==> src/sbd_defs.vh <==
// constants for the serial bootstrap download block
`ifndef SBD_DEFS_VH
`define SBD_DEFS_VH

`define SBD_CLK_HZ          20000000
`define SBD_BAUD_7812       7812
`define SBD_BAUD_1200       1200
`define SBD_BAUD_9600       9600
`define SBD_BAUD_5208       5208
`define SBD_BAUD_3906       3906
`define SBD_CYC_7812        (`SBD_CLK_HZ / `SBD_BAUD_7812)
`define SBD_CYC_1200        (`SBD_CLK_HZ / `SBD_BAUD_1200)
`define SBD_CYC_9600        (`SBD_CLK_HZ / `SBD_BAUD_9600)
`define SBD_CYC_5208        (`SBD_CLK_HZ / `SBD_BAUD_5208)
`define SBD_CYC_3906        (`SBD_CLK_HZ / `SBD_BAUD_3906)

// idle timeouts in tenths of a character; one character is ten bit times
`define SBD_TMO_7812        8'h28
`define SBD_TMO_1200        8'h28
`define SBD_TMO_9600        8'h31
`define SBD_TMO_5208        8'hAD
`define SBD_TMO_3906        8'h82

// first character as seen while still listening at the default rate
`define SBD_SYNC_FAST       8'hFF
`define SBD_SYNC_SLOW_SEEN  8'hC0
`define SBD_SYNC_9600       8'hF0
`define SBD_SYNC_5208       8'hFD
`define SBD_SYNC_3906_SEEN  8'hE6
`define SBD_SKIP_CHAR       8'h00

`define SBD_RATE_7812       3'h0
`define SBD_RATE_1200       3'h1
`define SBD_RATE_9600       3'h2
`define SBD_RATE_5208       3'h3
`define SBD_RATE_3906       3'h4

`define SBD_RAM_DEPTH       512
`define SBD_RAM_FULL        10'h200
`define SBD_BOOT_ROM_LO     16'hBF40
`define SBD_BOOT_EN_RESET   1'b1

`endif

==> src/sbd_loader.v <==
// bootstrap serial loader: autobaud, RAM download with echo, idle end, boot ROM map
`include "sbd_defs.vh"
`default_nettype none
module sbd_loader #(
  parameter integer BIT_CYC_7812 = `SBD_CYC_7812,
  parameter integer BIT_CYC_1200 = `SBD_CYC_1200,
  parameter integer BIT_CYC_9600 = `SBD_CYC_9600,
  parameter integer BIT_CYC_5208 = `SBD_CYC_5208,
  parameter integer BIT_CYC_3906 = `SBD_CYC_3906
) (
  input  wire        CLOCK,
  input  wire        RST_N,
  input  wire        CE,
  input  wire        MODA,
  input  wire        MODB,
  input  wire        RXD,
  input  wire        EXT_RATES,
  input  wire        BOOT_EN_CLR,
  input  wire [15:0] BUS_ADDR,
  input  wire [7:0]  USER_ROM_DATA,
  input  wire [7:0]  BOOT_ROM_DATA,
  input  wire [8:0]  RAM_RD_ADDR,
  input  wire        EMU_OE_N_PIN,
  input  wire [7:0]  EMU_ROM_DATA,
  output wire        TXD,
  output reg  [7:0]  READ_DATA,
  output wire        BOOT_ROM_ENABLE,
  output reg  [7:0]  RAM_RD_DATA,
  output wire        JUMP_RAM,
  output wire        JUMP_EEPROM,
  output wire        LOADING,
  output wire [9:0]  LOAD_COUNT,
  output wire        EPROM_EMUL,
  output wire [7:0]  EMU_DATA_OUT,
  output wire        EMU_DATA_OE_N
);
  localparam [1:0] ST_WAIT = 2'h0;
  localparam [1:0] ST_LOAD = 2'h1;
  localparam [1:0] ST_RAMJ = 2'h2;
  localparam [1:0] ST_EEJ  = 2'h3;

  reg  [1:0]  rst_sync_ff;
  wire        rst_n_i = rst_sync_ff[1];
  reg  [5:0]  mode_sync_ff;
  reg  [1:0]  strap_cnt_ff;
  reg         strap_done_ff;
  reg         boot_mode_ff;
  reg         boot_en_ff;
  reg  [1:0]  state_ff;
  reg  [2:0]  rate_ff;
  reg  [7:0]  idle_ff;
  reg  [9:0]  count_ff;
  reg  [7:0]  ram [0:`SBD_RAM_DEPTH-1];
  reg  [15:0] bit_cyc;
  reg  [7:0]  tmo;
  reg  [3:0]  nxt_rate;
  wire [7:0]  rx_data;
  wire        rx_valid;
  wire        rx_busy;
  wire        bit_tick;
  wire        tx_valid;

  // {valid, rate}; the 1200 and 3906 rates are recognised from how their sync char looks at the default rate
  function [3:0] sync_rate;
    input [7:0] ch;
    input       ext;
    begin
      case (ch)
        `SBD_SYNC_FAST:      sync_rate = {1'b1, `SBD_RATE_7812};
        `SBD_SYNC_SLOW_SEEN: sync_rate = {1'b1, `SBD_RATE_1200};
        `SBD_SYNC_9600:      sync_rate = {ext, `SBD_RATE_9600};
        `SBD_SYNC_5208:      sync_rate = {ext, `SBD_RATE_5208};
        `SBD_SYNC_3906_SEEN: sync_rate = {ext, `SBD_RATE_3906};
        default:             sync_rate = 4'h0;
      endcase
    end
  endfunction

  function in_boot_rom;
    input [15:0] a;
    begin
      in_boot_rom = (a >= `SBD_BOOT_ROM_LO);
    end
  endfunction

  always @* begin
    case (rate_ff)
      `SBD_RATE_1200: begin bit_cyc = BIT_CYC_1200[15:0]; tmo = `SBD_TMO_1200; end
      `SBD_RATE_9600: begin bit_cyc = BIT_CYC_9600[15:0]; tmo = `SBD_TMO_9600; end
      `SBD_RATE_5208: begin bit_cyc = BIT_CYC_5208[15:0]; tmo = `SBD_TMO_5208; end
      `SBD_RATE_3906: begin bit_cyc = BIT_CYC_3906[15:0]; tmo = `SBD_TMO_3906; end
      default:        begin bit_cyc = BIT_CYC_7812[15:0]; tmo = `SBD_TMO_7812; end
    endcase
    nxt_rate = sync_rate(rx_data, EXT_RATES);
  end

  always @(posedge CLOCK or negedge RST_N) begin
    if (!RST_N)
      rst_sync_ff <= 2'h0;
    else
      rst_sync_ff <= {rst_sync_ff[0], 1'b1};
  end

  // mode straps caught after release, once the synchroniser has filled
  always @(posedge CLOCK or negedge rst_n_i) begin
    if (!rst_n_i) begin
      mode_sync_ff  <= 6'h3F;
      strap_cnt_ff  <= 2'h0;
      strap_done_ff <= 1'b0;
      boot_mode_ff  <= 1'b0;
      boot_en_ff    <= `SBD_BOOT_EN_RESET;
    end else if (CE) begin
      mode_sync_ff <= {mode_sync_ff[3:0], MODB, MODA};
      if (!strap_done_ff) begin
        strap_cnt_ff <= strap_cnt_ff + 2'h1;
        if (strap_cnt_ff == 2'h3 && mode_sync_ff[3:2] == mode_sync_ff[5:4]) begin
          strap_done_ff <= 1'b1;
          boot_mode_ff  <= (mode_sync_ff[5:4] == 2'h0);
          boot_en_ff    <= (mode_sync_ff[5:4] == 2'h0);
        end
      end else if (BOOT_EN_CLR && boot_mode_ff)
        boot_en_ff <= 1'b0;
    end
  end

  assign BOOT_ROM_ENABLE = boot_en_ff;

  always @(posedge CLOCK or negedge rst_n_i) begin
    if (!rst_n_i)
      READ_DATA <= 8'h00;
    else if (CE)
      READ_DATA <= (boot_en_ff && in_boot_rom(BUS_ADDR)) ? BOOT_ROM_DATA : USER_ROM_DATA;
  end

  // emulation follows the raw pins: it has to hold while the core itself is in reset
  assign EPROM_EMUL    = ~RST_N & ~MODA & ~MODB;
  assign EMU_DATA_OE_N = ~(EPROM_EMUL & ~EMU_OE_N_PIN);
  assign EMU_DATA_OUT  = EMU_ROM_DATA;

  always @(posedge CLOCK or negedge rst_n_i) begin
    if (!rst_n_i) begin
      state_ff <= ST_WAIT;
      rate_ff  <= `SBD_RATE_7812;
      idle_ff  <= 8'h00;
      count_ff <= 10'h000;
    end else if (CE) begin
      case (state_ff)
        ST_WAIT: begin
          // no timeout here; a stray char other than sync or skip is ignored
          if (boot_mode_ff && rx_valid) begin
            if (rx_data == `SBD_SKIP_CHAR)
              state_ff <= ST_EEJ;
            else if (nxt_rate[3]) begin
              rate_ff  <= nxt_rate[2:0];
              idle_ff  <= 8'h00;
              state_ff <= ST_LOAD;
            end
          end
        end
        ST_LOAD: begin
          if (rx_valid) begin
            idle_ff  <= 8'h00;
            count_ff <= count_ff + 10'h001;
            if (count_ff + 10'h001 == `SBD_RAM_FULL)
              state_ff <= ST_RAMJ;
          end else if (rx_busy) begin
            idle_ff <= 8'h00;
          end else if (bit_tick) begin
            // one tick beyond the limit: the first tick may land early in a bit
            if (idle_ff == tmo)
              state_ff <= ST_RAMJ;
            else
              idle_ff <= idle_ff + 8'h01;
          end
        end
        ST_RAMJ: state_ff <= ST_RAMJ;
        ST_EEJ:  state_ff <= ST_EEJ;
        default: state_ff <= ST_WAIT;
      endcase
    end
  end

  always @(posedge CLOCK) begin
    if (CE && state_ff == ST_LOAD && rx_valid)
      ram[count_ff[8:0]] <= rx_data;
  end

  always @(posedge CLOCK or negedge rst_n_i) begin
    if (!rst_n_i)
      RAM_RD_DATA <= 8'h00;
    else if (CE)
      RAM_RD_DATA <= ram[RAM_RD_ADDR];
  end

  assign tx_valid    = (state_ff == ST_LOAD) && rx_valid;
  assign JUMP_RAM    = (state_ff == ST_RAMJ);
  assign JUMP_EEPROM = (state_ff == ST_EEJ);
  assign LOADING     = (state_ff == ST_LOAD);
  assign LOAD_COUNT  = count_ff;

  sbd_uart u_uart (
    .clk         (CLOCK),
    .rst_n       (rst_n_i),
    .ce          (CE),
    .bit_cyc     (bit_cyc),
    .rxd_pin     (RXD),
    .tx_data     (rx_data),
    .tx_valid    (tx_valid),
    .tx_ready    (),
    .txd         (TXD),
    .rx_data_ff  (rx_data),
    .rx_valid_ff (rx_valid),
    .rx_busy     (rx_busy),
    .bit_tick_ff (bit_tick)
  );
endmodule
`default_nettype wire

==> src/sbd_uart.v <==
// async serial receiver and double-buffered transmitter, 8N1
`default_nettype none
module sbd_uart (
  input  wire        clk,
  input  wire        rst_n,
  input  wire        ce,
  input  wire [15:0] bit_cyc,
  input  wire        rxd_pin,
  input  wire [7:0]  tx_data,
  input  wire        tx_valid,
  output wire        tx_ready,
  output wire        txd,
  output reg  [7:0]  rx_data_ff,
  output reg         rx_valid_ff,
  output wire        rx_busy,
  output reg         bit_tick_ff
);
  reg [2:0]  rx_sync_ff;
  reg        rx_lvl_ff;
  reg        rx_act_ff;
  reg [3:0]  rx_idx_ff;
  reg [15:0] rx_cnt_ff;
  reg [7:0]  rx_sh_ff;
  reg [15:0] tick_cnt_ff;
  reg [7:0]  hold_ff;
  reg        hold_full_ff;
  reg [9:0]  tx_sh_ff;
  reg [3:0]  tx_left_ff;
  reg [15:0] tx_cnt_ff;

  assign rx_busy  = rx_act_ff;
  assign tx_ready = ~hold_full_ff;
  assign txd      = (tx_left_ff == 4'h0) ? 1'b1 : tx_sh_ff[0];

  // line level changes only once the two later stages agree
  always @(posedge clk or negedge rst_n) begin
    if (!rst_n) begin
      rx_sync_ff  <= 3'h7;
      rx_lvl_ff   <= 1'b1;
      rx_act_ff   <= 1'b0;
      rx_idx_ff   <= 4'h0;
      rx_cnt_ff   <= 16'h0000;
      rx_sh_ff    <= 8'h00;
      rx_data_ff  <= 8'h00;
      rx_valid_ff <= 1'b0;
    end else if (ce) begin
      rx_sync_ff  <= {rx_sync_ff[1:0], rxd_pin};
      rx_valid_ff <= 1'b0;
      if (rx_sync_ff[1] == rx_sync_ff[2])
        rx_lvl_ff <= rx_sync_ff[2];
      if (!rx_act_ff) begin
        if (rx_lvl_ff && rx_sync_ff[1] == rx_sync_ff[2] && !rx_sync_ff[2]) begin
          rx_act_ff <= 1'b1;
          rx_idx_ff <= 4'h0;
          rx_cnt_ff <= {1'b0, bit_cyc[15:1]};
        end
      end else if (rx_cnt_ff != 16'h0000) begin
        rx_cnt_ff <= rx_cnt_ff - 16'h0001;
      end else begin
        rx_cnt_ff <= bit_cyc - 16'h0001;
        rx_idx_ff <= rx_idx_ff + 4'h1;
        if (rx_idx_ff == 4'h0 && rx_lvl_ff)
          rx_act_ff <= 1'b0;
        else if (rx_idx_ff == 4'h9) begin
          // a break delivers zero data, which the loader treats as the skip char while waiting for sync
          rx_act_ff   <= 1'b0;
          rx_data_ff  <= rx_sh_ff;
          rx_valid_ff <= 1'b1;
        end else if (rx_idx_ff != 4'h0)
          rx_sh_ff <= {rx_lvl_ff, rx_sh_ff[7:1]};
      end
    end
  end

  always @(posedge clk or negedge rst_n) begin
    if (!rst_n) begin
      tick_cnt_ff <= 16'h0000;
      bit_tick_ff <= 1'b0;
    end else if (ce) begin
      bit_tick_ff <= (tick_cnt_ff == 16'h0000);
      tick_cnt_ff <= (tick_cnt_ff == 16'h0000) ? bit_cyc - 16'h0001 : tick_cnt_ff - 16'h0001;
    end
  end

  // holding register plus shifter: two characters may be in flight
  always @(posedge clk or negedge rst_n) begin
    if (!rst_n) begin
      hold_ff      <= 8'h00;
      hold_full_ff <= 1'b0;
      tx_sh_ff     <= 10'h3FF;
      tx_left_ff   <= 4'h0;
      tx_cnt_ff    <= 16'h0000;
    end else if (ce) begin
      if (tx_valid && !hold_full_ff) begin
        hold_ff      <= tx_data;
        hold_full_ff <= 1'b1;
      end
      if (tx_left_ff == 4'h0) begin
        if (hold_full_ff) begin
          tx_sh_ff     <= {1'b1, hold_ff, 1'b0};
          tx_left_ff   <= 4'hA;
          tx_cnt_ff    <= bit_cyc - 16'h0001;
          hold_full_ff <= 1'b0;
        end
      end else if (tx_cnt_ff != 16'h0000) begin
        tx_cnt_ff <= tx_cnt_ff - 16'h0001;
      end else begin
        tx_cnt_ff  <= bit_cyc - 16'h0001;
        tx_sh_ff   <= {1'b1, tx_sh_ff[9:1]};
        tx_left_ff <= tx_left_ff - 4'h1;
      end
    end
  end
endmodule
`default_nettype wire
==> config.mk <==
export PLATFORM = sky130hd
export DESIGN_NAME = sbd_loader
export DESIGN_NICKNAME = d
export VERILOG_FILES = /design/src/sbd_loader.v /design/src/sbd_uart.v
export VERILOG_INCLUDE_DIRS = /design/src
export SDC_FILE = /design/constraint.sdc
export NUM_CORES = 2
export LEC_CHECK = 0
export ABC_AREA = 1
export BUFFER_PORTS_ARGS = -buffer_cell sky130_fd_sc_hd__buf_4
export CAP_MARGIN = 5
export CORE_MARGIN = 5
export CORE_UTILIZATION = 64
export CTS_CLUSTER_DIAMETER = 100
export CTS_CLUSTER_SIZE = 10
export DETAILED_ROUTE_END_ITERATION = 6
export MAX_ROUTING_LAYER = met4
export PLACE_DENSITY = 0.8
export SKIP_LAST_GASP = 1
export SLEW_MARGIN = 5
export SYNTH_ARGS = -nofsm -noshare
export SYNTH_HDL_FRONTEND = slang
export SYNTH_SLANG_ARGS = --single-unit
==> constraint.sdc <==
create_clock -name CLOCK -period 12.8 [get_ports CLOCK]
set_input_delay 3.2 -clock CLOCK [delete_from_list [all_inputs] [get_ports CLOCK]]
set_output_delay 3.2 -clock CLOCK [all_outputs]
set_load 0.02 [all_outputs]
==> impl_metrics.json <==
{
  "worstPathRequired_ps": 13650,
  "finalClockSkew_ps": 93.8,
  "clk_latency_ps": 980,
  "cts_buffers": 466,
  "netSwitchingPower_mw": 6.22,
  "synth_commonest_cells": "nand2_1, nand3_1, edfxtp_1",
  "drive_gt1_share_pct": 5.49,
  "switching_share_pct": 22.0,
  "cts.clk_slew.worst_paths_ps": 60,
  "p_comb_share_pct": 5.6,
  "globalplace.congestion": 0.902,
  "synth.most_common_cell": "nand2_1",
  "synth_warnings": 0,
  "r2r-end": "ram[215][4]",
  "final_nets": 14600,
  "io_buffer_count": 76,
  "fin_crit_ps": 7220,
  "critPathLaunch": "RAM_RD_ADDR[0]",
  "path_max_fanout": 217,
  "routed_wl_microns": 451000,
  "post-dp-hpwl_microns": 240000,
  "grt_pass1_wl_microns": 674000,
  "peakVddDrop_v": 0.000132,
  "die_w_microns": 532,
  "startpoint_type": "input port",
  "pwr-share-seq_pct": 53.7,
  "p_int_mw": 22.1,
  "endpoint": "RAM_RD_DATA[0]",
  "drc": 3,
  "cp-end-kind": "register",
  "die_h_microns": 532,
  "leakage_nw": 70.5,
  "path_class": "in -> reg",
  "synth_nets": 15000,
  "vias": 118000,
  "violations": "design-rule violations",
  "outcome": "finished with violations",
  "area_growth_pct": 7.81,
  "clockBufferDepth": 4,
  "antenna_left": 0,
  "max_freq_mhz": 138,
  "hold_ws_ps": 349,
  "syn_area_per_cell_sq_um": 11.7,
  "clock_power_share_pct": 40.7,
  "synth_edf_count": 4096,
  "grt_pass1_vias": 113000,
  "rrSetupSlack_ps": 8070,
  "vias_per_cell": 6.45,
  "synth_top_area_share_pct": 70.4,
  "grt_max_degree": 218,
  "final.period_utilization_pct": 56.4,
  "ios": 99,
  "synth_seq_cells": 4245,
  "fin_tns_setup_ps": 0,
  "globalRouteOverflowTotal": 0,
  "power.density_mw_per_mm2": 150,
  "tightest_slew_ps": 1290,
  "clock-sinks": 4245,
  "ys_types": 61,
  "critPathArrivalTime_ps": 8070,
  "hold_class": "reg -> reg",
  "wl_per_cell_microns": 24.7,
  "cts_resized": 0,
  "slew_viol_final": 0,
  "h-tree-depth": 5,
  "cts_setup_buffers": 0,
  "setup_violations": 0,
  "core_area_sq_mm": 0.271,
  "die_area_sq_mm": 0.284,
  "synthCells": 14900,
  "r2r_cells": 10,
  "max-slew-margin-rel_pct": 13.8,
  "synth_area_sq_mm": 0.175,
  "synth-main-ff-cell": "edfxtp_1",
  "tritoncts": "built",
  "antenna_found_initial": 15,
  "r2r-start": "state_ff[1]",
  "maxCapViolations": 0,
  "yosysSeqAreaShare_pct": 72.6,
  "rsz0062_at_grt": "false",
  "root_buffer": "clkbuf_16",
  "synthArstFlopShare_pct": 3.51,
  "netlist_top_cells_area": "edfxtp_1, nand3_1, nand2_1, dfrtp_1, buf_2",
  "dr.pass1.iters": 7,
  "synth_largest_area_cell": "edfxtp_1",
  "grtUsageTotal_pct": 32.0,
  "cts_hold_buf": 0,
  "hold_viol_final": 0,
  "initial_core_util_pct": 64.4,
  "first_iter_violations": 18700,
  "rows": 191
}
[power groups by stage]
| stage | Combinational, mW | Sequential, mW | Clock (mW) |
|---|---|---|---|
| after global routing | 1.69 | 15.2 | 12.1 |
| after CTS | 1.53 | 15.2 | 11.5 |
| after global placement | 1.49 | 15.5 | 0 |
| after detailed placement | 1.52 | 15.5 | 0 |
| final | 1.57 | 15.2 | 11.5 |
| after floorplan | 1.11 | 15.5 | 0 |
[state kept, by name (all words and copies together) (netlist names), 3 cells and up]
name and flops:
ram 4096, RAM_RD_DATA 8, u_uart.rx_cnt_ff 16, u_uart.tx_left_ff 4
u_uart.rx_sh_ff 8, u_uart.tick_cnt_ff 16, u_uart.rx_sync_ff 3, LOAD_COUNT 10
u_uart.tx_sh_ff 9, READ_DATA 8, idle_ff 8, u_uart.hold_ff 8
rate_ff 3, u_uart.rx_data_ff 8, u_uart.tx_cnt_ff 16, u_uart.rx_idx_ff 4
mode_sync_ff 6
[placed cells by master, fill, tap and decap left out, drive strengths merged, types with 2 or more instances in the layout]
cell type  count
dfrtp        129
o211ai        13
a21oi         41
ha            23
or2            3
o21ai        107
edfxtp      4096
nand3b         2
dfstp         20
clkbuf       551
a211oi         2
o31ai          4
inv          168
mux2           6
buf          231
clkinv         6
o22ai         10
xnor2          5
nand4         19
o21a           2
a31oi         10
diode         18
nor3          23
nor2         623
o221ai         9
o311ai         3
nand2       4366
nor4           8
a22oi          3
xor2          30
nand3       4134
[cells by family after synthesis]
family                   Yosys count  synth area share (%)
AO/OA/AOI/OAI                    211                 0.698
XOR/XNOR                          35                 0.175
adder cells (fa/ha/maj)           23                 0.165
buffers and inverters           1182                  3.57
flip-flops                      4245                  72.6
multiplexers                       6                0.0387
other                              1               0.00215
AND/OR/NAND/NOR                 9180                  22.8
[per-stage QoR]
step	cells	setup slack, ps	utilization [%]	total power [mW]	instance area (sq um)
4_1_cts	18200	5800	69.4	28.3	188000
6_report	18200	5580	69.4	28.3	188000
5_1_grt	18200	5360	69.4	29.0	188000
3_3_place_gp	17700	4920	64.9	17.0	176000
2_1_floorplan	14900	4470	-	16.6	175000
3_5_place_dp	17700	4860	64.9	17.0	176000
[critical path: stages]
cell	delay, ps
buf_16	190
buf_12	700
buf_4	700
buf_4	600
buf_12	530
nand2_1	150
nand3_1	140
nand3_1	110
nand3_1	200
nand3_1	190
nand3_1	140
nand3_1	180
nand3_1	140
nand3_1	80
nand2_1	140
nand2_1	90
nand2_1	70
[layout make-up]
class	instances	area (sq um)
Sequential cell	4245	127000
Fill cell	17300	82900
Multi-Input combinational cell	9456	41900
Clock buffer	551	12100
Tap cell	3570	4470
Timing Repair Buffer	231	2140
Inverter	160	656
Clock inverter	15	248
Antenna cell	18	45.0
[layer usage]
layer	up-vias	global-route usage (%)	routed length (microns)
li1	51800	-	-
met1	56000	41.8	158000
met2	8452	48.5	211000
met3	1417	7.28	59300
met4	0	14.5	22300
met5	-	-	0
[how the worst min path moves through the flow]
stage	start	to	slack (ps)	cells past startpoint
5_1_grt	rst_sync_ff[0]	rst_sync_ff[1]	360	0
6_report	rst_sync_ff[0]	rst_sync_ff[1]	350	0
3_3_place_gp	rst_sync_ff[0]	rst_sync_ff[1]	340	0
3_5_place_dp	rst_sync_ff[0]	rst_sync_ff[1]	340	0
2_1_floorplan	rst_sync_ff[0]	rst_sync_ff[1]	330	0
4_1_cts	rst_sync_ff[0]	rst_sync_ff[1]	350	0
No activity file was read; power rests on OpenSTA's default activity.
